`src/verilog/maf_map.svh`:
```
// offsets, field positions, reset values and limits of the filter block
`ifndef MAF_MAP_SVH
`define MAF_MAP_SVH

// ****************************************************************
// register byte offsets
// ****************************************************************
`define MAF_ADDR_FUNC      5'h00
`define MAF_ADDR_CFG_CONCURRENT_MEASURE  5'h04
`define MAF_ADDR_CFG_CURR  5'h08
`define MAF_ADDR_CFG_VOLT  5'h0c
`define MAF_ADDR_STATUS    5'h10
`define MAF_ADDR_RESULT    5'h14

// ****************************************************************
// configuration and status word fields
// ****************************************************************
`define MAF_CFG_COUNT_LSB  0
`define MAF_CFG_COUNT_MSB  6
`define MAF_CFG_EN_BIT     8
`define MAF_CFG_KIND_BIT   12
`define MAF_STAT_BUSY_BIT  0
`define MAF_STAT_FULL_BIT  1

// ****************************************************************
// reset values and limits
// ****************************************************************
`define MAF_COUNT_RST      7'h0a
`define MAF_COUNT_MIN      7'h02
`define MAF_COUNT_MAX      7'h64
`define MAF_EN_RST         1'h1
`define MAF_DATA_W         24
`define MAF_CNT_W          7
`define MAF_FUNC_W         2
`define MAF_FUNC_SPARE     2'h3
`define MAF_NUM_FUNC       3

`endif

```
`src/verilog/maf_pkg.sv`:
```
// types shared by the moving-average filter design
`include "maf_map.svh"
package maf_pkg;

  // selectable measurement functions
  typedef enum logic [`MAF_FUNC_W-1:0] {
    concurrent_measure = 2'b00,
    current_measure    = 2'b01,
    voltage_measure    = 2'b10
  } meas_func_t;

  // only the moving kind exists
  typedef enum logic {
    kind_moving = 1'b0
  } filter_kind_t;

  // per-function filter settings
  typedef struct packed {
    logic [`MAF_CNT_W-1:0] count;
    logic                  enable;
    filter_kind_t          filter_kind;
  } filter_cfg_t;

  // one reading on the stream
  typedef struct packed {
    logic signed [`MAF_DATA_W-1:0] value;
  } reading_t;

  // filter sequencer states
  typedef enum logic [1:0] {
    S_IDLE   = 2'b00,
    S_FILL   = 2'b01,
    S_UPDATE = 2'b10,
    S_DIV    = 2'b11
  } maf_state_t;

endpackage

```
`src/verilog/avg_history_mem.sv`:
```
// history store for the averaging filter, registered read data
module avg_history_mem #(
  parameter int WIDTH = 24,
  parameter int DEPTH = 100,
  parameter int AW    = 7
) (
  // clocking
  input  wire logic             clk_sys,
  input  wire logic             clk_en,
  // write port
  input  wire logic             wr_en,
  input  wire logic [AW-1:0]    wr_addr,
  input  wire logic [WIDTH-1:0] wr_data,
  // read port
  input  wire logic             rd_en,
  input  wire logic [AW-1:0]    rd_addr,
  output logic      [WIDTH-1:0] rd_data
);

  logic [WIDTH-1:0] mem [DEPTH];

  // one write and one registered read per cycle
  always_ff @(posedge clk_sys)
  begin
    if (clk_en && wr_en)
      mem[wr_addr] <= wr_data;
    if (clk_en && rd_en)
      rd_data <= mem[rd_addr];
  end

endmodule

```
`src/verilog/avg_divider.sv`:
```
// serial signed divide of the history sum by the filter count
module avg_divider #(
  parameter int SUM_W = 31,
  parameter int DIV_W = 7,
  parameter int Q_W   = 24
) (
  // clocking
  input  wire logic                    clk_sys,
  input  wire logic                    rst,
  input  wire logic                    clk_en,
  // request
  input  wire logic                    start,
  input  wire logic signed [SUM_W-1:0] dividend,
  input  wire logic        [DIV_W-1:0] divisor,
  // answer
  output logic                         done,
  output logic signed      [Q_W-1:0]   quotient
);

  localparam int CW = $clog2(SUM_W + 1);

  logic [SUM_W-1:0] mag_r;
  logic [DIV_W-1:0] rem_r;
  logic [CW-1:0]    cnt_r;
  logic             busy_r;
  logic             neg_r;
  logic [DIV_W:0]   trial;
  logic             ge;
  logic [DIV_W:0]   diff;
  logic [Q_W-1:0]   qmag;

  // one restoring step per cycle
  assign trial = {rem_r, mag_r[SUM_W-1]};
  assign ge    = trial >= {1'b0, divisor};
  assign diff  = trial - {1'b0, divisor};
  assign qmag  = mag_r[Q_W-1:0];

  // truncates toward zero; result always fits as |avg| <= |reading|
  always_ff @(posedge clk_sys)
  begin
    if (rst)
    begin
      mag_r    <= '0;
      rem_r    <= '0;
      cnt_r    <= '0;
      busy_r   <= 1'b0;
      neg_r    <= 1'b0;
      done     <= 1'b0;
      quotient <= '0;
    end
    else if (clk_en)
    begin
      done <= 1'b0;
      if (start)
      begin
        neg_r  <= dividend[SUM_W-1];
        mag_r  <= dividend[SUM_W-1] ? SUM_W'(-dividend) : dividend;
        rem_r  <= '0;
        cnt_r  <= CW'(SUM_W);
        busy_r <= 1'b1;
      end
      else if (busy_r && cnt_r != '0)
      begin
        rem_r <= ge ? diff[DIV_W-1:0] : trial[DIV_W-1:0];
        mag_r <= {mag_r[SUM_W-2:0], ge};
        cnt_r <= cnt_r - CW'(1);
      end
      else if (busy_r)
      begin
        busy_r   <= 1'b0;
        done     <= 1'b1;
        quotient <= neg_r ? Q_W'(-qmag) : qmag;
      end
    end
  end

endmodule

```
`src/verilog/maf_filter.sv`:
```
// measurement function select and per-function moving-average filter
//
// The register offsets and the Avalon-MM interface to the registers were left to the implementer.
`include "maf_map.svh"

// Behaviour
// - one active function, concurrent after reset
// - function register reads back active function
// - separate filter settings for each function
// - count 2..100, default 10, others refused
// - history length equals programmed count
// - enable bit: 1 on, 0 off, default on
// - enabled: output is average of readings
// - filter kind only moving, default moving
// - every filtered reading enters history in FIFO order
// - oldest history entry dropped per reading
// - one fresh average per new reading
// - first reading copied into every history slot
module maf_filter #(
  parameter int DATA_W    = `MAF_DATA_W,
  parameter int MAX_COUNT = 100
) (
  // clocking and control
  input  wire logic                clk_sys,
  input  wire logic                rst,
  input  wire logic                clk_en,
  // avalon-mm slave
  input  wire logic [4:0]          address,
  input  wire logic                read,
  input  wire logic                write,
  input  wire logic [31:0]         writedata,
  output logic      [31:0]         readdata,
  output logic                     waitrequest,
  // raw readings in
  input  wire maf_pkg::reading_t   sample_in,
  input  wire logic                sample_valid,
  output logic                     sample_ready,
  // readings out, raw or averaged
  output maf_pkg::reading_t        reading_out,
  output logic                     reading_valid
);

  localparam int AW    = `MAF_CNT_W;
  localparam int SUM_W = DATA_W + AW;

  // ****************************************************************
  // helper functions
  // ****************************************************************

  // configuration word as seen on the bus
  function automatic logic [31:0] cfg_word(input maf_pkg::filter_cfg_t c);
    logic [31:0] w;
    w = '0;
    w[`MAF_CFG_COUNT_MSB:`MAF_CFG_COUNT_LSB] = c.count;
    w[`MAF_CFG_EN_BIT]   = c.enable;
    w[`MAF_CFG_KIND_BIT] = c.filter_kind;
    return w;
  endfunction

  // next history slot, wrapping at the programmed count
  function automatic logic [AW-1:0] wrap_inc(input logic [AW-1:0] p,
                                             input logic [AW-1:0] n);
    return (p == AW'(n - `MAF_COUNT_MIN + 7'h01)) ? '0 : AW'(p + 7'h01);
  endfunction

  // widen a reading to the sum width
  function automatic logic signed [SUM_W-1:0] widen(
    input logic signed [DATA_W-1:0] v);
    return SUM_W'(v);
  endfunction

  // ****************************************************************
  // state
  // ****************************************************************
  maf_pkg::meas_func_t         func_r;
  maf_pkg::filter_cfg_t        cfg_r [`MAF_NUM_FUNC];
  maf_pkg::maf_state_t         state_r;
  logic [AW-1:0]               ptr_r;
  logic [AW-1:0]               fill_ptr_r;
  logic                        hist_full_r;
  logic signed [SUM_W-1:0]     sum_r;
  logic signed [DATA_W-1:0]    new_r;
  logic signed [DATA_W-1:0]    result_r;
  logic                        div_start_r;
  // count latched per reading, so a mid-flight settings write cannot
  // change the divisor or the fill length under a running reading
  logic [AW-1:0]               run_count_r;

  // ****************************************************************
  // bus decode
  // ****************************************************************
  logic                        bus_req;
  logic                        commit;
  logic                        wr_commit;
  logic [AW-1:0]               wr_count;
  logic                        wr_en_bit;
  logic                        wr_kind_bit;
  logic                        wr_cfg_ok;
  logic [1:0]                  wr_cfg_idx;
  logic                        wr_cfg_hit;
  logic                        wr_func_hit;
  logic                        wr_func_ok;
  logic [31:0]                 rd_mux;
  logic [31:0]                 status_word;
  logic                        restart;

  // an access commits only on the edge that sees waitrequest low
  assign bus_req     = read | write;
  assign commit      = bus_req & ~waitrequest;
  assign wr_commit   = commit & write;
  // configuration fields as they stand in the write data
  assign wr_count    = writedata[`MAF_CFG_COUNT_MSB:`MAF_CFG_COUNT_LSB];
  assign wr_en_bit   = writedata[`MAF_CFG_EN_BIT];
  assign wr_kind_bit = writedata[`MAF_CFG_KIND_BIT];
  // counts outside the legal window or unknown kinds leave cfg unchanged
  assign wr_cfg_ok   = (wr_count >= `MAF_COUNT_MIN)
                     & (wr_count <= `MAF_COUNT_MAX)
                     & (wr_kind_bit == maf_pkg::kind_moving);
  assign wr_cfg_hit  = wr_commit & ((address == `MAF_ADDR_CFG_CONCURRENT_MEASURE)
                     | (address == `MAF_ADDR_CFG_CURR)
                     | (address == `MAF_ADDR_CFG_VOLT));
  assign wr_cfg_idx  = (address == `MAF_ADDR_CFG_CONCURRENT_MEASURE) ? 2'h0 :
                       (address == `MAF_ADDR_CFG_CURR) ? 2'h1 : 2'h2;
  assign wr_func_hit = wr_commit & (address == `MAF_ADDR_FUNC);
  // the spare code 3 names no function and is refused
  assign wr_func_ok  = writedata[1:0] != `MAF_FUNC_SPARE;

  // busy while a reading is in flight, full once history is primed
  assign status_word = {30'h0000_0000, hist_full_r,
                        state_r != maf_pkg::S_IDLE};

  // unmapped offsets read as zero
  assign rd_mux =
    (address == `MAF_ADDR_FUNC)     ? {30'h0000_0000, func_r} :
    (address == `MAF_ADDR_CFG_CONCURRENT_MEASURE) ? cfg_word(cfg_r[0]) :
    (address == `MAF_ADDR_CFG_CURR) ? cfg_word(cfg_r[1]) :
    (address == `MAF_ADDR_CFG_VOLT) ? cfg_word(cfg_r[2]) :
    (address == `MAF_ADDR_STATUS)   ? status_word :
    (address == `MAF_ADDR_RESULT)   ? 32'(unsigned'(result_r)) :
                                      32'h0000_0000;

  // a new function, or any change to the active settings, empties history
  assign restart = (wr_func_hit & wr_func_ok
                    & (writedata[1:0] != func_r))
                 | (wr_cfg_hit & wr_cfg_ok
                    & (wr_cfg_idx == func_r));

  // ****************************************************************
  // bus handshake
  // ****************************************************************

  // waitrequest drops one cycle after the request; the edge that sees
  // it low is the only one that commits, so back to back costs two
  always_ff @(posedge clk_sys)
  begin
    if (rst)
    begin
      waitrequest <= 1'b1;
      readdata    <= '0;
    end
    else if (clk_en)
    begin
      waitrequest <= ~(bus_req & waitrequest);
      if (read & waitrequest)
        readdata <= rd_mux;
    end
  end

  // function select and per-function settings
  always_ff @(posedge clk_sys)
  begin
    if (rst)
    begin
      func_r <= maf_pkg::concurrent_measure;
      for (int i = 0; i < `MAF_NUM_FUNC; i++)
      begin
        cfg_r[i].count       <= `MAF_COUNT_RST;
        cfg_r[i].enable      <= `MAF_EN_RST;
        cfg_r[i].filter_kind <= maf_pkg::kind_moving;
      end
    end
    else if (clk_en)
    begin
      if (wr_func_hit && wr_func_ok)
        func_r <= maf_pkg::meas_func_t'(writedata[1:0]);
      if (wr_cfg_hit && wr_cfg_ok)
      begin
        // only the addressed function's slot changes
        cfg_r[wr_cfg_idx].count       <= wr_count;
        cfg_r[wr_cfg_idx].enable      <= wr_en_bit;
        cfg_r[wr_cfg_idx].filter_kind <= maf_pkg::kind_moving;
      end
    end
  end

  // ****************************************************************
  // filter datapath
  // ****************************************************************
  maf_pkg::filter_cfg_t        act_cfg;
  logic [AW-1:0]               act_count;
  logic                        accept;
  logic                        mem_wr_en;
  logic [AW-1:0]               mem_wr_addr;
  logic [DATA_W-1:0]           mem_rd_data;
  logic                        div_done;
  logic signed [DATA_W-1:0]    div_q;
  logic signed [SUM_W-1:0]     fill_sum;
  logic signed [SUM_W-1:0]     slide_sum;
  logic                        fill_last;

  // settings of the active function steer the datapath
  assign act_cfg   = cfg_r[func_r];
  assign act_count = act_cfg.count;
  assign accept    = sample_valid & sample_ready;
  assign mem_wr_en = (state_r == maf_pkg::S_FILL)
                   | (state_r == maf_pkg::S_UPDATE);
  assign mem_wr_addr = (state_r == maf_pkg::S_FILL) ? fill_ptr_r : ptr_r;
  assign fill_last = fill_ptr_r == AW'(run_count_r - 7'h01);
  // first reading stands in every slot, so the sum is count copies
  assign fill_sum  = SUM_W'(widen(new_r) * $signed({1'b0, run_count_r}));
  // drop the oldest slot, add the newest
  assign slide_sum = sum_r - widen(mem_rd_data) + widen(new_r);

  // history store: written in fill and update, read on accept
  avg_history_mem #(
    .WIDTH (DATA_W),
    .DEPTH (MAX_COUNT),
    .AW    (AW)
  ) u_hist (
    .clk_sys (clk_sys),
    .clk_en  (clk_en),
    .wr_en   (mem_wr_en),
    .wr_addr (mem_wr_addr),
    .wr_data (new_r),
    .rd_en   (accept),
    .rd_addr (ptr_r),
    .rd_data (mem_rd_data)
  );

  // divider sees the latched count, never the live setting
  avg_divider #(
    .SUM_W (SUM_W),
    .DIV_W (AW),
    .Q_W   (DATA_W)
  ) u_div (
    .clk_sys  (clk_sys),
    .rst      (rst),
    .clk_en   (clk_en),
    .start    (div_start_r),
    .dividend (sum_r),
    .divisor  (run_count_r),
    .done     (div_done),
    .quotient (div_q)
  );

  // ****************************************************************
  // sequencer
  // ****************************************************************

  // one reading in flight; ready stays low until its answer leaves
  always_ff @(posedge clk_sys)
  begin
    if (rst)
    begin
      state_r       <= maf_pkg::S_IDLE;
      ptr_r         <= '0;
      fill_ptr_r    <= '0;
      hist_full_r   <= 1'b0;
      sum_r         <= '0;
      new_r         <= '0;
      result_r      <= '0;
      div_start_r   <= 1'b0;
      run_count_r   <= '0;
      sample_ready  <= 1'b0;
      reading_out   <= '0;
      reading_valid <= 1'b0;
    end
    else if (clk_en)
    begin
      reading_valid <= 1'b0;
      div_start_r   <= 1'b0;
      unique case (state_r)
        maf_pkg::S_IDLE:
        begin
          // ready stays high while idle; a filtered reading drops it
          sample_ready <= 1'b1;
          if (accept && !act_cfg.enable)
          begin
            // filter off: raw reading passes straight through
            reading_out.value <= sample_in.value;
            result_r          <= sample_in.value;
            reading_valid     <= 1'b1;
          end
          else if (accept)
          begin
            new_r        <= sample_in.value;
            run_count_r  <= act_count;
            sample_ready <= 1'b0;
            fill_ptr_r   <= '0;
            state_r      <= (hist_full_r && !restart)
                          ? maf_pkg::S_UPDATE : maf_pkg::S_FILL;
          end
        end
        maf_pkg::S_FILL:
        begin
          // one slot per cycle, so priming takes count cycles
          fill_ptr_r <= AW'(fill_ptr_r + 7'h01);
          if (fill_last)
          begin
            sum_r       <= fill_sum;
            ptr_r       <= '0;
            hist_full_r <= 1'b1;
            div_start_r <= 1'b1;
            state_r     <= maf_pkg::S_DIV;
          end
        end
        maf_pkg::S_UPDATE:
        begin
          // slot at ptr held the oldest reading; new one takes it
          sum_r       <= slide_sum;
          ptr_r       <= wrap_inc(ptr_r, run_count_r);
          div_start_r <= 1'b1;
          state_r     <= maf_pkg::S_DIV;
        end
        maf_pkg::S_DIV:
        begin
          // ready returns with the answer: one reading in flight
          if (div_done)
          begin
            reading_out.value <= div_q;
            result_r          <= div_q;
            reading_valid     <= 1'b1;
            sample_ready      <= 1'b1;
            state_r           <= maf_pkg::S_IDLE;
          end
        end
      endcase
      // a settings change mid-flight still finishes the reading; the next one
      // starts a fresh history unless the change lands in fill before its last slot
      if (restart)
        hist_full_r <= 1'b0;
    end
  end

endmodule

```
`config.mk`:
```
export PLATFORM = sky130hd
export DESIGN_NAME = maf_filter
export DESIGN_NICKNAME = d
export VERILOG_FILES = /design/src/verilog/maf_pkg.sv /design/src/verilog/avg_history_mem.sv /design/src/verilog/avg_divider.sv /design/src/verilog/maf_filter.sv
export VERILOG_INCLUDE_DIRS = /design/src /design/src/verilog
export SDC_FILE = /design/constraint.sdc
export NUM_CORES = 2
export LEC_CHECK = 0
export ABC_AREA = 1
export BUFFER_PORTS_ARGS = -buffer_cell sky130_fd_sc_hd__buf_2
export CAP_MARGIN = 20
export CORE_MARGIN = 2
export CORE_UTILIZATION = 55
export DETAILED_ROUTE_END_ITERATION = 6
export PLACE_DENSITY = 0.71
export SYNTH_ARGS = -nofsm -noshare
export SYNTH_HDL_FRONTEND = slang
export SYNTH_SLANG_ARGS = --single-unit
```
`constraint.sdc`:
```
create_clock -name clk_sys -period 8.5 [get_ports clk_sys]
set_input_delay 0.425 -clock clk_sys [delete_from_list [all_inputs] [get_ports clk_sys]]
set_output_delay 0.425 -clock clk_sys [all_outputs]
set_load 0.02 [all_outputs]
```
# Word level (Yosys, flattened, before mapping)
# Memory sizes are Yosys's and may differ from the RTL's. A register that Yosys moved wholly into a read port is not among the register bits.
# Index checks and enable logic that the tools add are counted.
[word_totals]
out_inout_bits = 59
inputBits = 67
n_memories = 2
regBits = 211
ram_bits = 2424
word_cells = 179
[memory_table]
columns = ["memory", "depth", "width", "read_ports", "rd_ports_with_merged_regs", "wr", "line_no", "rtl"]
rows = [
  ["u_hist.mem", 100, 24, 1, 1, 1, "avg_history_mem.sv:20", "logic [WIDTH-1:0] mem [DEPTH];"],
  ["cfg_r", 3, 8, 4, 1, 3, "maf_filter.sv:76", "maf_pkg::filter_cfg_t cfg_r [`MAF_NUM_FUNC];"],
]
[op_classes]
bitwise_logic = 24
n_mul = 1
n_reduce_logical = 33
mux = 65
eq_ne = 19
addsub = 11
order_cmp = 3
[op_table]
columns = ["cell", "n"]
rows = [
  ["2-to-1 mux 24 bit", 9],
  ["2-to-1 mux 31 bit", 4],
  ["one-hot mux 31 bit (2 select lines)", 1],
  ["2-to-1 mux 7 bit", 8],
  ["one-hot mux 24 bit (2 select lines)", 1],
  ["adder 31 x 24 -> 31 bit", 1],
  ["multiplier 24 x 8 -> 31 bit", 1],
  ["negation 31 bit", 1],
  ["subtractor 31 x 24 -> 31 bit", 1],
  ["one-hot mux 7 bit (2 select lines)", 2],
  ["negation 24 bit", 1],
  ["2-to-1 mux 1 bit", 23],
  ["adder 7 x 1 -> 7 bit (second input constant)", 3],
  ["2-to-1 mux 2 bit", 10],
  ["AND reduction 4 bit", 4],
  ["== test 7 bit", 2],
  ["nonzero test 2 bit", 7],
  ["AND 1 bit", 13],
  ["inequality test 2 bit (second input constant)", 6],
  ["== test 5 x 4 -> 1 bit (second input constant)", 2],
  ["== test 5 bit (second input constant)", 2],
  ["2-to-1 mux 5 bit", 2],
  ["AND reduction 2 bit", 5],
  ["AND reduction 3 bit", 3],
  ["25 further kinds", 44],
]

# Logic depth before layout (Yosys ltp)
[depth]
ltp_word = 13
depth_mapped = 26
mapped_depth_nobuf = 24

# Hierarchy
# A second synthesis with hierarchy kept.
[unflattened]
hier_cells = 11665
hier_area_um2 = 120299.1
[modules_own_cells]
columns = ["module", "n_inst", "seq_area_each_um2", "cells_each", "area_per_inst_um2"]
rows = [
  ["avg_history_mem", 1, 72789.8, 8107, 97499.8],
  ["maf_filter", 1, 3663.5, 2810, 18149.9],
  ["avg_divider", 1, 1401.3, 748, 4649.5],
]

# Worst setup path before layout
# Ideal clock, no wire load.
[synth_timing]
path_kind = "flip-flop to flip-flop"
start = "register new_r[23]"
end = "register sum_r[30]"
period_less_slack_ps = 5459
slack_ps = 3041
path_stages_with_launch = 20
required_ps = 8389
n_path_buf = 1
t_arrival_ps = 5348
setup_ps = 111
cell_sequence = "dfxtp_1 -> clkbuf_1 -> nand2_1 -> fa_1 -> inv_1 -> fa_1 -> inv_1 -> fa_1 -> fa_1 -> inv_1 -> ha_1 -> a21o_1 -> nor2_1 -> nand2_1 -> a21oi_1 -> nand3_1 -> nand3_1 -> nand2_1 -> nor2_1 -> nor2_1"
[synth_via]
elab_chain_len = 3
elab_cells_between_ends = 4
classes_between = "1 x add/sub; 1 x mul; 2 x mux"
[synth_lines]
columns = ["item", "line_no", "rtl"]
rows = [
  ["from (decl)", "maf_filter.sv:82", "logic signed [DATA_W-1:0] new_r;"],
  ["from (signal assigned)", "maf_filter.sv:296", "new_r <= sample_in.value;"],
  ["multiplier 24 x 8 -> 31 bit", "maf_filter.sv:220", "assign fill_sum = SUM_W'(widen(new_r) * $signed({1'b0, run_count_r}));"],
  ["2-to-1 mux 31 bit", "maf_filter.sv:308", "if (fill_last)"],
  ["one-hot mux 31 bit (2 select lines) *", "maf_filter.sv:282", "unique case (state_r)"],
  ["to (signal assigned)", "maf_filter.sv:310", "sum_r <= fill_sum;"],
  ["to (signal assigned)", "maf_filter.sv:320", "sum_r <= slide_sum;"],
  ["to (decl)", "maf_filter.sv:81", "logic signed [SUM_W-1:0] sum_r;"],
]
# Mark *: on every way between the ends. The rest lies on a longest branch, timed or not. The select of a mux whose other input is x is not followed.
# A chain may end at the register's enable or synchronous reset.

# Worst setup path after layout
[layout_timing]
start = "register new_r[2]"
end = "register sum_r[27]"
# Same word-level chain as after synthesis.

==> run summary <==
Status -> finished, final reports clean
Post-synth cell types -> 53
Max Used Layer -> met5
WL met2 -> 157 mm
Root Buffer -> clkbuf_16
Syn Area/Cell -> 10.7 sq um
Seq pwr share -> 45.5%
Clock tree buffer depth -> 4
Worst Tran Pin Value -> 1200 ps
Clock Skew -> 77.3 ps
Routed wire length -> 344 mm
Hold Path Stages -> 5
Initial antenna violation count -> 11
Port-buffer cells -> 94
Internal power -> 22.8 mW
YS warnings -> 0
Final instance area -> 131,000 sq um
CTS Buf Count -> 288
Crit path launch type -> register
Max_cap viols -> 0
Met3 Wirelength -> 36.0 mm
Largest net degree at the start of global routing -> 218
# IOs -> 126
Required @ worst endpoint -> 9340 ps
Setup TNS -> 0 ps
Area grow syn2layout -> 10.3%
H-tree levels -> 5
Post-synth EDFFs -> 2,456
Vias -> 85,200
Count leader, synth -> edfxtp_1
Sw frac -> 29.9%
Share of layout cells above drive strength 1 -> 7.56%
DP Wirelength -> 197 mm
DP Worst Slack -> 3020 ps
GP Congestion -> 0.947
Total congestion overflow -> 0
Cell row count -> 170
Most instantiated cells after synthesis -> 2,456 x edfxtp_1, 2,317 x nand2_1, 1,182 x nor2_1
Synth Register Bits -> 2,661
Gate power share -> 18.5%
Switch Pwr -> 9.70 mW
Vias in the first global route -> 81,500
FILL cells -> 16,800
Peak VDD IR -> 0.236 mV
Post-route met1 wirelength -> 131 mm
Clock network power share -> 36.0%
Final period util -> 65.8%
Total GRT Usage -> 30.8%
Crit path kind -> register to register
DP Area -> 122,000 sq um
Cells after DPL -> 13,600
Total power -> 32.5 mW
Max-slew violations -> 0
Fin cells -> 14,100
Worst slew margin -> 20.0%
DR pass1 iterations -> 6
Fmax achieved -> 179 MHz
Final Hold Vio Count -> 0
RSZ-0062 raised after global routing -> no
Synth area leader -> edfxtp_1
Die Footprint -> 219,000 sq um
Post-synth ARST share -> 0%
Hold crit path type -> input port to register
DRT antenna net count -> 0
Core Footprint -> 215,000 sq um
Leakage -> 49.8 nW
Post-CTS setup buffer count -> 0
Post-synthesis cell area -> 119,000 sq um
Final Hold Slack -> 69.2 ps
Die Ht -> 468 um
Fin nets -> 11,400
Initial core utilization -> 55.3%
Setup crit end kind -> register
R2R cell count -> 21
Tmin final -> 5590 ps
Top cells by area, synth -> edfxtp_1 62%, nand2_1 7.3%, nand3_1 4.6%, o21ai_0 4.2%, nor2_1 3.7%
# setup viols final -> 0
Clock Sinks -> 2,661
Final core occ -> 61.0%
TritonCTS clock tree -> done
Clock transition at path regs -> 60 ps
Setup slack after layout -> 2910 ps
Cell Pwr Density -> 248 nW/um^2
Wire length per cell -> 24.4 um
Critical Path Fanout Max -> 63
CP arrival -> 6430 ps
Drt drc -> 0
Global-route wire length before repair -> 506 mm
DR iter-0 viols -> 11,200
Clock network latency to the later pin of the worst-skew pair -> 940 ps
Cell count after synthesis -> 11,100
Ys flop type -> edfxtp_1
Sequential element share of the synthesized area -> 65.6%
Die X -> 468 um
Vias per inst -> 6.04
Post-synth top area share -> 62.2%
logic make-up after synthesis:
group                    share of synthesized area [%]
other                                          0.00316
buffers and inverters                             5.26
AND/OR/NAND/NOR                                   16.3
adder cells (fa/ha/maj)                           3.80
XOR/XNOR                                         0.303
AO/OA/AOI/OAI                                     8.77
flip-flops                                        65.6
layer usage:
metal | GRT usage, % | vias up
met1 | 40.7 | 41600
met4 | 16.4 | 2
met5 | 0 | -
li1 | - | 38300
met3 | 6.54 | 854
met2 | 48.2 | 4459
path summary, 6_finish.rpt:
path / from / end / slack, ps
worst max-delay path: new_r[2]$_SDFFE_PP0P_ / sum_r[27]$_SDFFE_PP0P_ / 2910
worst min-delay path: writedata[12] / cfg_r[2][0]$_DFFE_PP_ / 70
worst max register to register: new_r[2]$_SDFFE_PP0P_ / sum_r[27]$_SDFFE_PP0P_ / 2910
worst min register to register: readdata[12]$_SDFFE_PP0P_ / readdata[12]$_SDFFE_PP0P_ / 460
cell type report:
type | count | area (sq um) | area share [%]
Tap cell | 2838 | 3550 | 2.71
Clock inverter | 127 | 983 | 0.752
Timing Repair Buffer | 340 | 2610 | 1.99
Multi-Input combinational cell | 6931 | 34900 | 26.7
Sequential cell | 2661 | 78000 | 59.6
Antenna cell | 3 | 7.51 | 0.00574
Inverter | 840 | 3200 | 2.44
Clock buffer | 358 | 7650 | 5.84
state kept, by name (all words and copies together) (netlist names), 24 cells and up, named ones only:
| name | count |
|---|---|
| readdata | 24 |
| u_div.mag_r | 31 |
| sum_r | 31 |
| result_r | 24 |
| cfg_r | 32 |
| u_hist.rd_data | 24 |
| new_r | 24 |
| u_hist.mem | 2400 |
| u_div.quotient | 24 |
critical path, stage by stage, from the launching register on:
cell	delay, ps
dfxtp_4	800
buf_4	680
nand2_1	120
inv_1	100
fa_1	410
ha_1	290
inv_1	50
fa_1	450
fa_1	490
inv_1	40
ha_1	350
nand2_1	110
nand3_1	220
nand2_1	120
nand3_1	170
nand2_1	170
nand3_1	80
nand2_1	60
nand3_1	300
nand2_1	250
nor2_1	60
nor2_1	90
repair_timing:
item                                   in CTS  in global routing
gates resized for setup                     0                  0
hold buffers                               40                  0
endpoints found under the hold margin      92                  0
power groups by stage:
stage,clock network (mW),logic [mW],registers [mW]
floorplan,0,3.71,15.0
global route,12.3,6.46,14.8
CTS,11.8,5.85,14.8
global placement,0,5.67,15.0
detailed placement,0,5.80,15.0
finish,11.7,6.00,14.8
cell usage in the layout, fill, tap and decap left out, types with 45 or more instances in the layout:
| master | Yosys | final |
|---|---|---|
| a21oi_1 | 400 | 400 |
| a31oi_1 | 50 | 50 |
| buf_2 | 255 | 93 |
| buf_4 | 40 | 192 |
| clkbuf_1 | 324 | 59 |
| clkbuf_16 | 0 | 294 |
| clkinv_1 | 5 | 57 |
| clkinv_2 | 0 | 45 |
| dfxtp_1 | 205 | 176 |
| edfxtp_1 | 2456 | 2456 |
| fa_1 | 155 | 155 |
| ha_1 | 112 | 112 |
| inv_1 | 822 | 820 |
| nand2_1 | 2317 | 2317 |
| nand3_1 | 1095 | 1094 |
| nor2_1 | 1182 | 1085 |
| nor2_2 | 5 | 102 |
| o211ai_1 | 48 | 48 |
| o21ai_0 | 997 | 997 |
| o22ai_1 | 324 | 324 |
No activity file was read; power rests on OpenSTA's default activity.
